### src/shared/comparator_pkg.sv
/*
 * Shared definitions for the dual comparator control block: register
 * offsets, reset values, control field layout and bus carriers.
 * Assumes an 8-bit register port with 12-bit byte addresses.
 */
package comparator_pkg;

   // ****************************************
   // sizes and offsets
   // ****************************************
   localparam int NUM_CH = 2;
   localparam int ADDR_W = 12;
   localparam int DATA_W = 8;
   localparam logic [ADDR_W-1:0] STATUS_OFFSET = 12'hf70;
   localparam logic [ADDR_W-1:0] FLAG_OFFSET = 12'hf71;
   localparam logic [ADDR_W-1:0] ENABLE_OFFSET = 12'hf72;
   localparam logic [ADDR_W-1:0] CTRL_SECOND_OFFSET = 12'hfd1;
   localparam logic [ADDR_W-1:0] CTRL_FIRST_OFFSET = 12'hfd2;

   // ****************************************
   // reset values
   // ****************************************
   localparam logic [DATA_W-1:0] CTRL_RESET = 8'h1f;
   localparam logic SYNC_RESET = 1'b1;

   // ****************************************
   // field encodings
   // ****************************************
   typedef enum logic [1:0] {
      EDGE_NONE = 2'h0,
      EDGE_RISE = 2'h1,
      EDGE_FALL = 2'h2,
      EDGE_ANY = 2'h3
   } edge_mode_type;

   typedef enum logic [1:0] {
      NEG_OWN_PIN = 2'h0,
      NEG_RESERVED = 2'h1,
      NEG_SECOND_PIN = 2'h2,
      NEG_FIXED_REF = 2'h3
   } neg_code_type;

   // analog mux route for the inverting input
   typedef enum logic [1:0] {
      ROUTE_OWN_PIN,
      ROUTE_SECOND_PIN,
      ROUTE_FIXED_REF,
      ROUTE_OPEN
   } neg_route_type;

   // control register layout, bit 7 down to bit 0
   typedef struct packed {
      logic comparator_on;
      logic result_to_pin_enable;
      logic result_invert;
      edge_mode_type event_edge_select;
      logic positive_input_select;
      neg_code_type negative_input_select;
   } ctrl_type;

   typedef struct packed {
      logic [ADDR_W-1:0] addr;
      logic [DATA_W-1:0] wdata;
      logic wr;
      logic rd;
   } bus_req_type;

   typedef struct packed {
      logic comparator_on;
      logic positive_input_select;
      neg_route_type negative_input_select;
   } analog_sel_type;

endpackage

### src/rtl/dual_comparator_control.sv
/*
 * Control and status logic for two analog comparators: control
 * registers, status, event flags, interrupt and pin routing.
 * Assumes the analog cores drive comparator_result asynchronously
 * (high when the non-inverting input is above the inverting one) and
 * that a register master follows the one-cycle strobe protocol.
 */
// Added by the designer: the address-and-strobe port.
//
// Overview of operation
// - two channels, each with own control register
// - bit 7 switches comparator on or off
// - bit 6 routes result to output pin
// - bit 5 inverts result everywhere downstream
// - event code 11 any change, 00 none
// - code 10 falling only, 01 rising only
// - selecting any-change mode sets the flag
// - bit 2 picks programmable reference or pin
// - code 11 fixed reference, 00 own pin
// - code 10 second pin on first only
// - status read-only, bits 1-0 both results
// - core result high when positive input higher
// - inverted status reads one when below
// - flag sticky until cleared, write sets
// - flags set regardless of enables
`timescale 1ns/1ns
module dual_comparator_control import comparator_pkg::*; (
   input wire logic core_clk,
   input wire logic resetn,
   input bus_req_type bus_req,
   output logic [DATA_W-1:0] rdata,
   input wire logic [NUM_CH-1:0] comparator_result,
   output analog_sel_type [NUM_CH-1:0] analog_sel,
   output logic [NUM_CH-1:0] result_output_pin,
   output logic [NUM_CH-1:0] result_to_pin_enable,
   output logic irq
);

   // ****************************************
   // declarations
   // ****************************************
   ctrl_type ctrl_reg [NUM_CH];
   ctrl_type ctrl_next [NUM_CH];
   ctrl_type wr_ctrl;
   logic [NUM_CH-1:0] ctrl_hit;
   logic status_hit;
   logic flag_hit;
   logic enable_hit;
   logic [NUM_CH-1:0] synced;
   logic [NUM_CH-1:0] adjusted;
   logic [NUM_CH-1:0] event_pulse;
   logic [NUM_CH-1:0] auto_set;
   logic [NUM_CH-1:0] flag_reg;
   logic [NUM_CH-1:0] flag_next;
   logic [NUM_CH-1:0] enable_reg;
   logic [NUM_CH-1:0] enable_next;
   logic [NUM_CH-1:0] pin_reg;
   logic [NUM_CH-1:0] pin_next;
   logic [NUM_CH-1:0] pin_en_reg;
   logic [NUM_CH-1:0] pin_en_next;
   logic [DATA_W-1:0] rdata_reg;
   logic [DATA_W-1:0] rdata_next;

   // ****************************************
   // address decode
   // ****************************************
   assign ctrl_hit[0] = bus_req.addr == CTRL_FIRST_OFFSET;
   assign ctrl_hit[1] = bus_req.addr == CTRL_SECOND_OFFSET;
   assign status_hit = bus_req.addr == STATUS_OFFSET;
   assign flag_hit = bus_req.addr == FLAG_OFFSET;
   assign enable_hit = bus_req.addr == ENABLE_OFFSET;
   assign wr_ctrl = ctrl_type'(bus_req.wdata);

   // ****************************************
   // result path
   // ****************************************
   // raw core results into the clock domain
   result_sync #(
      .WIDTH(NUM_CH)
   ) u_sync (
      .core_clk(core_clk),
      .resetn(resetn),
      .async_in(comparator_result),
      .sync_out(synced)
   );

   // inverting input route per channel
   function automatic neg_route_type neg_route(input neg_code_type code, input logic first);
      neg_route = ROUTE_OPEN;
      unique case (code)
         NEG_OWN_PIN: neg_route = ROUTE_OWN_PIN;
         NEG_RESERVED: neg_route = ROUTE_OPEN;
         NEG_SECOND_PIN: neg_route = first ? ROUTE_SECOND_PIN : ROUTE_OPEN;
         NEG_FIXED_REF: neg_route = ROUTE_FIXED_REF;
      endcase
   endfunction

   // one slice per channel; only the first can route the second pin
   genvar ch;
   generate
      for (ch = 0; ch < NUM_CH; ch++)
      begin : g_ch
         channel_event u_event (
            .core_clk(core_clk),
            .resetn(resetn),
            .synced_result(synced[ch]),
            .result_invert(ctrl_reg[ch].result_invert),
            .event_edge_select(ctrl_reg[ch].event_edge_select),
            .adjusted_result(adjusted[ch]),
            .event_pulse(event_pulse[ch])
         );
         // entering any-change mode raises the flag
         assign auto_set[ch] = bus_req.wr && ctrl_hit[ch] &&
            wr_ctrl.event_edge_select == EDGE_ANY &&
            ctrl_reg[ch].event_edge_select != EDGE_ANY;
         // analog mux selects decoded from the control register
         assign analog_sel[ch].comparator_on = ctrl_reg[ch].comparator_on;
         assign analog_sel[ch].positive_input_select =
            ctrl_reg[ch].positive_input_select;
         assign analog_sel[ch].negative_input_select =
            neg_route(ctrl_reg[ch].negative_input_select, ch == 0);
      end
   endgenerate

   // ****************************************
   // control registers
   // ****************************************
   // each channel written only at its own offset
   always_comb
   begin
      for (int i = 0; i < NUM_CH; i++)
      begin
         ctrl_next[i] = ctrl_reg[i];
         if (bus_req.wr && ctrl_hit[i])
            ctrl_next[i] = wr_ctrl;
      end
   end

   always_ff @(posedge core_clk or negedge resetn)
   begin
      if (!resetn)
      begin
         for (int i = 0; i < NUM_CH; i++)
            ctrl_reg[i] <= ctrl_type'(CTRL_RESET);
      end
      else
      begin
         for (int i = 0; i < NUM_CH; i++)
            ctrl_reg[i] <= ctrl_next[i];
      end
   end

   // ****************************************
   // event flags and enables
   // ****************************************
   // set beats clear; read or write of zero clears
   always_comb
   begin
      enable_next = enable_reg;
      if (bus_req.wr && enable_hit)
         enable_next = bus_req.wdata[NUM_CH-1:0];
      flag_next = flag_reg;
      for (int i = 0; i < NUM_CH; i++)
      begin
         if ((bus_req.rd && flag_hit) || (bus_req.wr && flag_hit && !bus_req.wdata[i]))
            flag_next[i] = 1'b0;
         if (event_pulse[i] || auto_set[i] || (bus_req.wr && flag_hit && bus_req.wdata[i]))
            flag_next[i] = 1'b1;
      end
   end

   always_ff @(posedge core_clk or negedge resetn)
   begin
      if (!resetn)
      begin
         flag_reg <= '0;
         enable_reg <= '0;
      end
      else
      begin
         flag_reg <= flag_next;
         enable_reg <= enable_next;
      end
   end

   // enables gate only the request line
   assign irq = |(flag_reg & enable_reg);

   // ****************************************
   // pin outputs
   // ****************************************
   // result reaches the pin only when routed
   always_comb
   begin
      for (int i = 0; i < NUM_CH; i++)
      begin
         pin_en_next[i] = ctrl_reg[i].result_to_pin_enable;
         pin_next[i] = ctrl_reg[i].result_to_pin_enable & adjusted[i];
      end
   end

   always_ff @(posedge core_clk or negedge resetn)
   begin
      if (!resetn)
      begin
         pin_reg <= '0;
         pin_en_reg <= '0;
      end
      else
      begin
         pin_reg <= pin_next;
         pin_en_reg <= pin_en_next;
      end
   end

   assign result_output_pin = pin_reg;
   assign result_to_pin_enable = pin_en_reg;

   // ****************************************
   // read data
   // ****************************************
   // data valid only in the cycle after the strobe
   always_comb
   begin
      rdata_next = 8'h00;
      if (bus_req.rd)
      begin
         if (status_hit)
            rdata_next = {{(DATA_W-NUM_CH){1'b0}}, adjusted};
         else if (ctrl_hit[0])
            rdata_next = ctrl_reg[0];
         else if (ctrl_hit[1])
            rdata_next = ctrl_reg[1];
         else if (flag_hit)
            rdata_next = {{(DATA_W-NUM_CH){1'b0}}, flag_reg};
         else if (enable_hit)
            rdata_next = {{(DATA_W-NUM_CH){1'b0}}, enable_reg};
      end
   end

   always_ff @(posedge core_clk or negedge resetn)
   begin
      if (!resetn)
         rdata_reg <= 8'h00;
      else
         rdata_reg <= rdata_next;
   end

   assign rdata = rdata_reg;
endmodule

### src/rtl/result_sync.sv
/*
 * Two-flop synchroniser for the comparator results.
 * Assumes the inputs may change at any time relative to core_clk.
 */
`timescale 1ns/1ns
module result_sync import comparator_pkg::*; #(
   parameter int WIDTH = NUM_CH
) (
   input wire logic core_clk,
   input wire logic resetn,
   input wire logic [WIDTH-1:0] async_in,
   output logic [WIDTH-1:0] sync_out
);

   logic [WIDTH-1:0] stage_reg;
   logic [WIDTH-1:0] stage_next;
   logic [WIDTH-1:0] out_reg;
   logic [WIDTH-1:0] out_next;

   // first stage feeds only the second
   always_comb
   begin
      stage_next = async_in;
      out_next = stage_reg;
   end

   always_ff @(posedge core_clk or negedge resetn)
   begin
      if (!resetn)
      begin
         stage_reg <= {WIDTH{SYNC_RESET}};
         out_reg <= {WIDTH{SYNC_RESET}};
      end
      else
      begin
         stage_reg <= stage_next;
         out_reg <= out_next;
      end
   end

   assign sync_out = out_reg;

endmodule

### src/rtl/channel_event.sv
/*
 * Per-channel polarity adjust and edge event detection.
 * Assumes a synchronised result and control fields from registers.
 */
`timescale 1ns/1ns
module channel_event import comparator_pkg::*; (
   input wire logic core_clk,
   input wire logic resetn,
   input wire logic synced_result,
   input wire logic result_invert,
   input edge_mode_type event_edge_select,
   output logic adjusted_result,
   output logic event_pulse
);

   logic prev_reg;
   logic prev_next;
   logic rise;
   logic fall;

   // inversion sits ahead of status, pin and events
   assign adjusted_result = synced_result ^ result_invert;
   assign rise = adjusted_result & ~prev_reg;
   assign fall = ~adjusted_result & prev_reg;

   // event select per edge mode
   always_comb
   begin
      prev_next = adjusted_result;
      unique case (event_edge_select)
         EDGE_NONE: event_pulse = 1'b0;
         EDGE_RISE: event_pulse = rise;
         EDGE_FALL: event_pulse = fall;
         EDGE_ANY: event_pulse = rise | fall;
      endcase
   end

   always_ff @(posedge core_clk or negedge resetn)
   begin
      if (!resetn)
         prev_reg <= SYNC_RESET;
      else
         prev_reg <= prev_next;
   end

endmodule

### config.mk
export PLATFORM = sky130hd
export DESIGN_NAME = dual_comparator_control
export DESIGN_NICKNAME = d
export VERILOG_FILES = /design/src/shared/comparator_pkg.sv /design/src/rtl/dual_comparator_control.sv /design/src/rtl/result_sync.sv /design/src/rtl/channel_event.sv
export SDC_FILE = /design/constraint.sdc
export NUM_CORES = 1
export LEC_CHECK = 0
export ABC_AREA = 0
export BUFFER_PORTS_ARGS = -buffer_cell sky130_fd_sc_hd__clkbuf_2
export CORE_UTILIZATION = 53
export DETAILED_ROUTE_END_ITERATION = 10
export PLACE_DENSITY = 0.84
export SLEW_MARGIN = 10
export SYNTH_ARGS = -nofsm -noshare
export SYNTH_HDL_FRONTEND = slang
export SYNTH_SLANG_ARGS = --single-unit
### constraint.sdc
create_clock -name core_clk -period 2.3 [get_ports core_clk]
set_clock_uncertainty 0.2 [all_clocks]
set_input_delay 0.115 -clock core_clk [delete_from_list [all_inputs] [get_ports core_clk]]
set_output_delay 0.115 -clock core_clk [all_outputs]
set_load 0.02 [all_outputs]
==> results_dict.tcl, run 1 <==
set metrics [dict create \
    hp-class "primary input to flop" \
    fin_nets 255 \
    path_depth 7 \
    insertion_delay_ns 0.34 \
    syn_nets 192 \
    dpl_cell_area_mm2 0.002181 \
    fin_hold_ws_ns 0.01301 \
    cts_root_buf "clkbuf_4" \
    crit_slowest_cell "dlygate4sd3_1" \
    p_clk_share_pct 33.6 \
    antenna_found_initial 0 \
    path_class "primary input to flop" \
    fin_crit_ns 2.141 \
    dieArea_mm2 0.003898 \
    placement.io_buffers 46 \
    power.total_mw 1.227 \
    final_common_cell "clkbuf_2" \
    syn_area_mm2 0.001936 \
    ys.flop_type "dfrtp_1" \
    cp_common_cell "dlygate4sd3_1" \
    first_iter_violations 93 \
    peakVddDrop_v 0.0004480 \
    cts_tree "built" \
    n_fill_cell 260 \
    synth-seq-area-share_pct 50.16 \
    async_flop_share_pct 100.0 \
    synth_edf_count 0 \
    core_mm2 0.003416 \
    place_ws_ns 0.3025 \
    place.gp.congestion 0.9910 \
    grt_pass1_wl_um 6844 \
    arrival_ns 2.22 \
    drive_gt1_share_pct 38.57 \
    seq_area_um2 970.9 \
    timing.final.crit_share_pct 93.09 \
    critPathLaunchType "primary input" \
    clkSinkCount 38 \
    relSlewSlack_pct 40.65 \
    drv_cap 0 \
    h-tree-depth 2 \
    slew_viol_final 0 \
    rr_worst_depth 5 \
    die_h_um 62.43 \
    grt_pass1_vias 1481 \
    setup_viol 0 \
    drc 0 \
    num_vias 1498 \
    die_width_um 62.43 \
    max_freq_mhz 467.1 \
    cpLargestDelayFamily "buffers and inverters" \
    worstPathRequired_ns 2.38 \
    intPower_mw 0.9473 \
    grt_max_degree 39 \
    max_slew.worst_pin.slew_ns 0.8902 \
    antenna_cells 0 \
    hold_violations 0 \
    post-route-util_pct 70.84 \
    grt_setup_unrepaired "false" \
    synth-seq-cells 38 \
    worstPathCellList "dlygate4sd3_1, clkbuf_2, nor4b_4, o21ai_1, a22o_1, a21oi_1, dlygate4sd3_1" \
    avgRoutedWirePerCell_um 15.42 \
    yosys.cell_types.count 39 \
    vias_per_cell 5.569 \
    comb_power_share_pct 10.2 \
    syn_to_final_growth_pct 25.02 \
    track_usage_pct 23.00 \
    dr.pass1.iters 4 \
    final_cells 269 \
    cts_buffers 5 \
    start_util_pct 56.67 \
    syn_area_per_cell_um2 12.17 \
    status "completed" \
    overflow 0 \
    swShare_pct 22.81 \
    dp_cells 245 \
    postRouteWirelength_um 4147 \
    p_switching_mw 0.2800 \
    leakage_nw 1.199 \
    power_per_cell_area_mw_per_mm2 507.2 \
    crit_buf_inv 3 \
    multi_input_area_um2 877.1 \
    critPathMaxStageDelay_ns 0.56 \
    cts_setup_buffers 0 \
    ios 47 \
    netlist_instances 159 \
    layout_common_cells "clkbuf_2, dfrtp_1, dfstp_2, dlygate4sd3_1, mux2_1" \
    cp-end-kind "flop" \
    fin_ws_ns 0.1590 \
    core.rowCount 21 \
    cp_max_fo 6 \
    fin_tns_setup_ns 0 \
    largest_reg_flops 12 \
    p_seq_share_pct 56.2 \
    fin_area_mm2 0.002420 \
    ys_warn_count 0 \
    whs_path_depth 4 \
    clkTransAtPathRegs_ns 0.11 \
    ant_nets 0 \
    dp_hpwl_um 3029 \
    clockBufferDepth 2 \
]
==> layer usage <==
| layer | vias to the layer above | global-route usage, % | part of all wire (%) |
|---|---|---|---|
| met5 | - | 0 | 0 |
| met4 | 0 | 9.302 | 2.0 |
| met1 | 728 | 28.52 | 43 |
| li1 | 703 | - | - |
| met2 | 58 | 38.86 | 50 |
| met3 | 9 | 5.109 | 5.2 |
==> cell type report <==
type                       instances  share of cell area, %
sequential                        38                  40.12
multi-input combinational        104                  36.25
timing repair buffer              63                  16.44
clock buffer                       8                  3.257
tap                               46                  2.378
inverter                          10                  1.551
==> timing repair <==
item,in CTS,in global routing
resized for setup,0,0
hold endpoints to repair,52,0
hold buffers,16,0
==> worst reg2reg max path, stage by stage (launching register included) <==
cell,delay (ns)
dfstp_2,0.55
xor2_1,0.31
buf_4,0.20
o211ai_1,0.08
a21oi_1,0.15
dlygate4sd3_1,0.56
==> final timing paths <==
kind	startpoint	endpoint	slack, ns
max reg2reg	u_sync.sync_out[1]$_DFF_PN1_	rdata[1]$_DFF_PN0_	0.20
max in group asynchronous	resetn	ctrl_reg[5]$_DFFE_PN0N_	1.12
min	bus_req[19]	flag_reg[0]$_DFFE_PN0P_	0.01
min reg2reg	u_sync.out_next[1]$_DFF_PN1_	u_sync.sync_out[1]$_DFF_PN1_	0.16
min in group asynchronous	resetn	rdata[0]$_DFF_PN0_	0.23
max	bus_req[10]	rdata[1]$_DFF_PN0_	0.16
==> cell usage after synthesis (3+ instances only) <==
| master | n | area [um2] |
|---|---|---|
| a22oi_1 | 6 | 45.04 |
| a31oi_1 | 3 | 18.77 |
| and3_1 | 4 | 25.02 |
| nand2b_1 | 4 | 25.02 |
| mux2_2 | 4 | 45.04 |
| buf_4 | 6 | 45.04 |
| nor2b_1 | 3 | 18.77 |
| nand2_1 | 4 | 15.01 |
| a21oi_1 | 5 | 25.02 |
| dfstp_2 | 16 | 420.4 |
| nand4_1 | 5 | 31.28 |
| dfrtp_1 | 22 | 550.5 |
| a22o_1 | 3 | 26.28 |
| inv_1 | 10 | 37.54 |
| nor2_1 | 8 | 30.03 |
| mux2_1 | 14 | 157.7 |
| o21ai_0 | 5 | 25.02 |
| ha_1 | 7 | 87.58 |
==> power by group through the flow <==
stage | Sequential, mW | Clock, mW | Combinational [mW]
4_1_cts | 0.690 | 0.424 | 0.125
6_report | 0.690 | 0.412 | 0.125
5_1_grt | 0.692 | 0.441 | 0.137
3_3_place_gp | 0.701 | 0 | 0.0979
2_1_floorplan | 0.700 | 0 | 0.0421
3_5_place_dp | 0.702 | 0 | 0.105
==> cells by family (layout without fill, tap and decap cells) <==
kind of cell,count (synthesis),in the layout,share of synthesized area [%]
compound gates,29,29,10.86
flops,38,38,50.16
buf+inv,17,81,4.525
mux,19,19,10.99
simple gates,47,47,18.03
xor+xnor,2,2,0.9051
fa+ha+maj,7,7,4.525
Note: power is estimated with default switching activity, not from simulation.
==> inputs of run 2 (changes only) <==
--- a/config.mk
+++ b/config.mk
@@ -5,7 +5,7 @@
 export SDC_FILE = /design/constraint.sdc
 export NUM_CORES = 1
 export LEC_CHECK = 0
-export ABC_AREA = 0
+export ABC_AREA = 1
 export BUFFER_PORTS_ARGS = -buffer_cell sky130_fd_sc_hd__clkbuf_2
 export CORE_UTILIZATION = 53
 export DETAILED_ROUTE_END_ITERATION = 10
==> run 2 against run 1 <==
Critical path depth is 3 lower. Worst setup slack better by 0.26 ns. Synthesized cell count is 30% higher. Flip-flop and latch count stayed put.
==> results_dict.tcl, run 2 <==
set metrics [dict create \
    status "completed" \
    avgRoutedWirePerCell_um 12.39 \
    cts_resized 0 \
    cp_max_fo 4 \
    dp_cells 292 \
    antenna_cells 0 \
    drv_cap 0 \
    ys.flop_type "dfrtp_1" \
    drc 0 \
    relSlewSlack_pct 42.01 \
    grt_setup_unrepaired "false" \
    cpLargestDelayFamily "flip-flops" \
    async_flop_share_pct 100.0 \
    die_h_um 62.20 \
    fin_ws_ns 0.4185 \
    path_class "flop to primary output" \
    grt_use_met1_pct 28.21 \
    ant_nets 0 \
    grt_use_met2_pct 35.85 \
    yosys.cell_types.count 26 \
    cts_tree "built" \
    yosysMostFrequentCell "nand2_1" \
    place.gp.congestion 0.8564 \
    worstPathRequired_ns 1.99 \
    h-tree-depth 2 \
    yosys-top-cells-area "dfrtp_1, dfstp_2, nand2_1, o21ai_2, inv_1" \
    clkSinkCount 38 \
    synth_edf_count 0 \
    syn_area_per_cell_um2 9.323 \
    synth-seq-area-share_pct 50.55 \
    max_slew.worst_pin.slew_ns 0.8698 \
    syn_nets 239 \
    layout_common_cells "nand2_1, clkbuf_2, inv_1, dfrtp_1" \
    core_mm2 0.003416 \
    core.rowCount 21 \
    arrival_ns 1.57 \
    postRouteWirelength_um 3877 \
    clkTransAtPathRegs_ns 0.12 \
    dp_hpwl_um 2767 \
    cts_buffers 5 \
    start_util_pct 56.23 \
    final_cells 313 \
    synthTopCellsByCount "nand2_1, inv_1, dfrtp_1, dfstp_2, o21ai_2" \
    dr.pass1.iters 4 \
    global_route.peak_usage_layer "met2" \
    crit_buf_inv 2 \
    max_freq_mhz 531.5 \
    syn_to_final_growth_pct 24.82 \
    cts_root_buf "clkbuf_4" \
    fin_nets 299 \
    num_vias 1548 \
    place_ws_ns 0.5375 \
    critPathMaxStageDelay_ns 0.57 \
    hold_violations 0 \
    leakage_nw 1.267 \
    grt_pass1_vias 1532 \
    cts_setup_buffers 0 \
    placement.io_buffers 46 \
    first_iter_violations 59 \
    hp-class "primary input to flop" \
    crit_slowest_cell "dfstp_2" \
    netlist_instances 206 \
    cp-end-kind "primary output" \
    grt_pass1_wl_um 6679 \
    track_usage_pct 22.91 \
    insertion_delay_ns 0.34 \
    synth_top_area_share_pct 28.66 \
    peakVddDrop_v 0.0004245 \
    power_per_cell_area_mw_per_mm2 575.0 \
    yosys.area.top_type "dfrtp_1" \
    clockBufferDepth 2 \
    critPathLaunchType "flop" \
    ios 47 \
    grt_max_degree 39 \
    ys_warn_count 0 \
    post-route-util_pct 70.18 \
    largest_reg_flops 12 \
    synth-seq-cells 38 \
    overflow 0 \
    drive_gt1_share_pct 37.83 \
    setup_viol 0 \
    final_common_cell "nand2_1" \
    slew_viol_final 0 \
    timing.final.crit_share_pct 81.81 \
    worstPathCellList "inv_1, ha_1, or2_2, clkbuf_2" \
    fin_tns_setup_ns 0 \
    vias_per_cell 4.946 \
    die_width_um 62.20 \
    syn_area_mm2 0.001921 \
    hold_buffers 13 \
    antenna_found_initial 0 \
    use_met3_pct 5.882 \
    fin_crit_ns 1.882 \
    dieArea_mm2 0.003868 \
]
[run 2: layer usage]
layer,vias up,part of all wire (%)
met5,-,0
met4,0,3.2
met3,13,5.3
met2,56,48
met1,708,43
li1,771,-
[run 2: cells by family (layout without fill, tap and decap cells)]
kind of cell    Yosys count  count (layout)  synth area share (%)
fa+ha+maj                 7               7                 4.560
compound gates           36              36                 12.83
flops                    38              38                 50.55
buf+inv                  35              96                 8.404
simple gates             88              88                 22.74
xor+xnor                  2               2                0.9122
[run 2: worst min-delay path, cell delays in order]
cell and delay (ns):
clkbuf_2 0.09, nor2_1 0.05, nand3_1 0.09, o21ai_0 0.08, nor2_1 0.11, nor2_1 0.05
[run 2: path summary, 6_finish.rpt]
kind | from | endpoint | slack (ns) | cells after the start
setup / recovery | ctrl_reg[9]$_DFFE_PN1N_ | analog_sel[1] | 0.42 | 4
hold / removal | bus_req[12] | rdata[1]$_DFF_PN0_ | 0.06 | 6
setup reg to reg | u_sync.sync_out[1]$_DFF_PN1_ | flag_reg[1]$_DFFE_PN0P_ | 0.53 | 7
hold reg to reg | u_sync.out_next[0]$_DFF_PN1_ | u_sync.sync_out[0]$_DFF_PN1_ | 0.16 | 0
max in group asynchronous | resetn | rdata[2]$_DFF_PN0_ | 1.15 | 2
min in group asynchronous | resetn | rdata[0]$_DFF_PN0_ | 0.20 | 2
[run 2: power by group]
group / switching (mW) / internal (mW)
Combinational: 0.0620 / 0.0437
Sequential: 0.00589 / 0.682
Clock: 0.216 / 0.368
[run 2: final cells by class]
cell class	instances	area, um2
multi-input combinational	133	788.3
tap	46	57.56
timing repair buffer	59	360.3
inverter	29	108.9
sequential	38	970.9
clock buffer	6	51.30
fill	294	1018
clock inverter	2	60.06
[run 2: per-stage QoR]
stage | hold slack (ns) | total power [mW] | instance area (um2)
floorplan | -0.3806 | 0.7393 | 1921
global placement | 0.002180 | 0.7853 | 2156
detailed placement | 0.004133 | 0.7884 | 2156
CTS | 0.04039 | 1.390 | 2397
global route | 0.05925 | 1.441 | 2397
finish | 0.05828 | 1.378 | 2397
==> inputs of run 3 (changes only) <==
==> constraint.sdc (replaced) <==
create_clock -name core_clk -period 1.9 [get_ports core_clk]
set_clock_uncertainty 0.2 [all_clocks]
set_input_delay 0.095 -clock core_clk [delete_from_list [all_inputs] [get_ports core_clk]]
set_output_delay 0.095 -clock core_clk [all_outputs]
set_load 0.02 [all_outputs]
==> run 3 against run 2 <==
Sequential power is 21% higher. Total power is 8.8% higher. Flip-flop and latch count stayed put. Combinational power is 27% higher. Critical path type unchanged. Sequential share of layout area is 0.17 points lower. Count of clock-buffer cells in the layout is 1 higher. Final cell count is 1.6% higher. Die area stayed put. Global-route usage is 0.16 points higher. Clock power is 9.1% lower.
==> results_dict.tcl, run 3 (synthesis results as in run 2) <==
set metrics [dict create \
    fin_crit_ns 1.841 \
    hp-class "primary input to flop" \
    whs_path_depth 7 \
    status "completed" \
    critPathLaunchType "flop" \
    ant_nets 0 \
    antenna_found_initial 0 \
    dp_cells 295 \
    peakVddDrop_v 0.0004727 \
    worstPathRequired_ns 1.60 \
    relSlewSlack_pct 70.04 \
    rr_worst_depth 7 \
    dr.pass1.iters 4 \
    placement.io_buffers 46 \
    r2r-end "flag_reg[0]$_DFFE_PN0P_" \
    p_clk_share_pct 35.4 \
    fin_ws_ns 0.05913 \
    r2r_setup_slack_ns 0.21 \
    start_util_pct 56.23 \
    layout_common_cells "nand2_1, clkbuf_2, inv_1, dfrtp_1" \
    hold_end "rdata[0]$_DFF_PN0_" \
    timing.final.crit_share_pct 96.89 \
    num_vias 1541 \
    holdCritStartpoint "bus_req[11]" \
    comb_power_share_pct 9.0 \
    intPower_mw 1.163 \
    fin_nets 304 \
    setup_viol 0 \
    clkTransAtPathRegs_ns 0.11 \
    track_usage_pct 23.07 \
    max_slew.worst_pin.slew_ns 0.4494 \
    swShare_pct 22.41 \
    p_switching_mw 0.3360 \
    regToRegStartpoint "u_sync.sync_out[0]$_DFF_PN1_" \
    grt_pass1_wl_um 6810 \
    die_width_um 62.20 \
    place_ws_ns 0.2725 \
    leakage_nw 1.271 \
    drv_cap 0 \
    ios 47 \
    clkSinkCount 38 \
    largest_reg_flops 12 \
    core.rowCount 21 \
    avgRoutedWirePerCell_um 12.33 \
    drc 0 \
    die_h_um 62.20 \
    h-tree-depth 2 \
    syn_to_final_growth_pct 25.34 \
    cts_buffers 5 \
    vias_per_cell 4.846 \
    drive_gt1_share_pct 37.87 \
    grt_pass1_vias 1508 \
    fin_tns_setup_ns 0 \
    cts_tree "built" \
    core_mm2 0.003416 \
    final_cells 318 \
    dp_hpwl_um 2722 \
    p_seq_share_pct 55.5 \
    hold_violations 0 \
    power_per_cell_area_mw_per_mm2 622.9 \
    arrival_ns 1.55 \
    max_freq_mhz 543.2 \
    dieArea_mm2 0.003868 \
    grt_max_degree 39 \
    cp_max_fo 4 \
    cts_root_buf "clkbuf_4" \
    cp-end-kind "primary output" \
    final_common_cell "nand2_1" \
    insertion_delay_ns 0.34 \
    path_class "flop to primary output" \
    place.gp.congestion 0.8932 \
    slew_viol_final 0 \
    first_iter_violations 48 \
    antenna_cells 0 \
    postRouteWirelength_um 3920 \
    overflow 0 \
    clockBufferDepth 2 \
]
run 3: cell count changes in the layout (fill, tap and decap cells not counted), sizes merged:
cell	delta
buf	+5
dlygate4sd3	+1
bufinv	-1
run 3: critical path: stages (launching register included):
cell and delay, ns:
dfstp_2 0.57, inv_1 0.05, ha_1 0.16, or2_2 0.30
buf_6 0.13
run 3: cell type report:
class	count	area, um2
Fill cell	270	1008
Sequential cell	38	970.9
Multi-Input combinational cell	133	788.3
Timing Repair Buffer	64	406.6
Inverter	29	108.9
Tap cell	46	57.56
Clock buffer	7	45.04
Clock inverter	1	30.03
run 3: worst max-delay path by stage:
stage | to | depth (start not counted) | startpoint | slack (ns)
floorplan | flag_reg[1]$_DFFE_PN0P_ | 7 | u_sync.sync_out[1]$_DFF_PN1_ | 0.29
global placement | flag_reg[0]$_DFFE_PN0P_ | 7 | u_sync.sync_out[0]$_DFF_PN1_ | 0.34
detailed placement | flag_reg[1]$_DFFE_PN0P_ | 7 | u_sync.sync_out[1]$_DFF_PN1_ | 0.27
CTS | analog_sel[1] | 4 | ctrl_reg[9]$_DFFE_PN1N_ | 0.03
global route | analog_sel[1] | 4 | ctrl_reg[9]$_DFFE_PN1N_ | -0.0003
finish | analog_sel[1] | 4 | ctrl_reg[9]$_DFFE_PN1N_ | 0.06
run 3: per-layer routing:
metal / vias to the layer above / track usage (%) / routed length [um]
li1: 784 / - / -
met5: - / 0 / 0
met4: 0 / 7.267 / 42
met1: 705 / 29.93 / 1728
met3: 4 / 5.147 / 176
met2: 48 / 38.46 / 1973
run 3: metrics by stage:
step | cell area [um2] | util, % | power [mW] | hold WS, ns
after CTS | 2394 | 70.07 | 1.515 | 0.03611
final | 2407 | 70.48 | 1.500 | 0.04240
after floorplan | 1921 | - | 0.8950 | -0.4006
after detailed placement | 2178 | 63.77 | 0.9594 | -0.03738
after global routing | 2407 | 70.48 | 1.567 | 0.05194
after global placement | 2178 | 63.77 | 0.9545 | -0.03887
run 3: power by group through the flow:
stage                     Sequential [mW]  Combinational, mW  Clock, mW
after global routing                0.834              0.151      0.582
final                               0.833              0.135      0.531
after floorplan                     0.845             0.0497          0
after detailed placement            0.847              0.112          0
after CTS                           0.833              0.136      0.546
after global placement              0.847              0.108          0
run 3: timing repair:
item	CTS	global route
gates resized for setup	0	3
hold buffers	14	0
setup endpoints to repair	0	1
buffers inserted	0	1
endpoints found under the hold margin	67	0
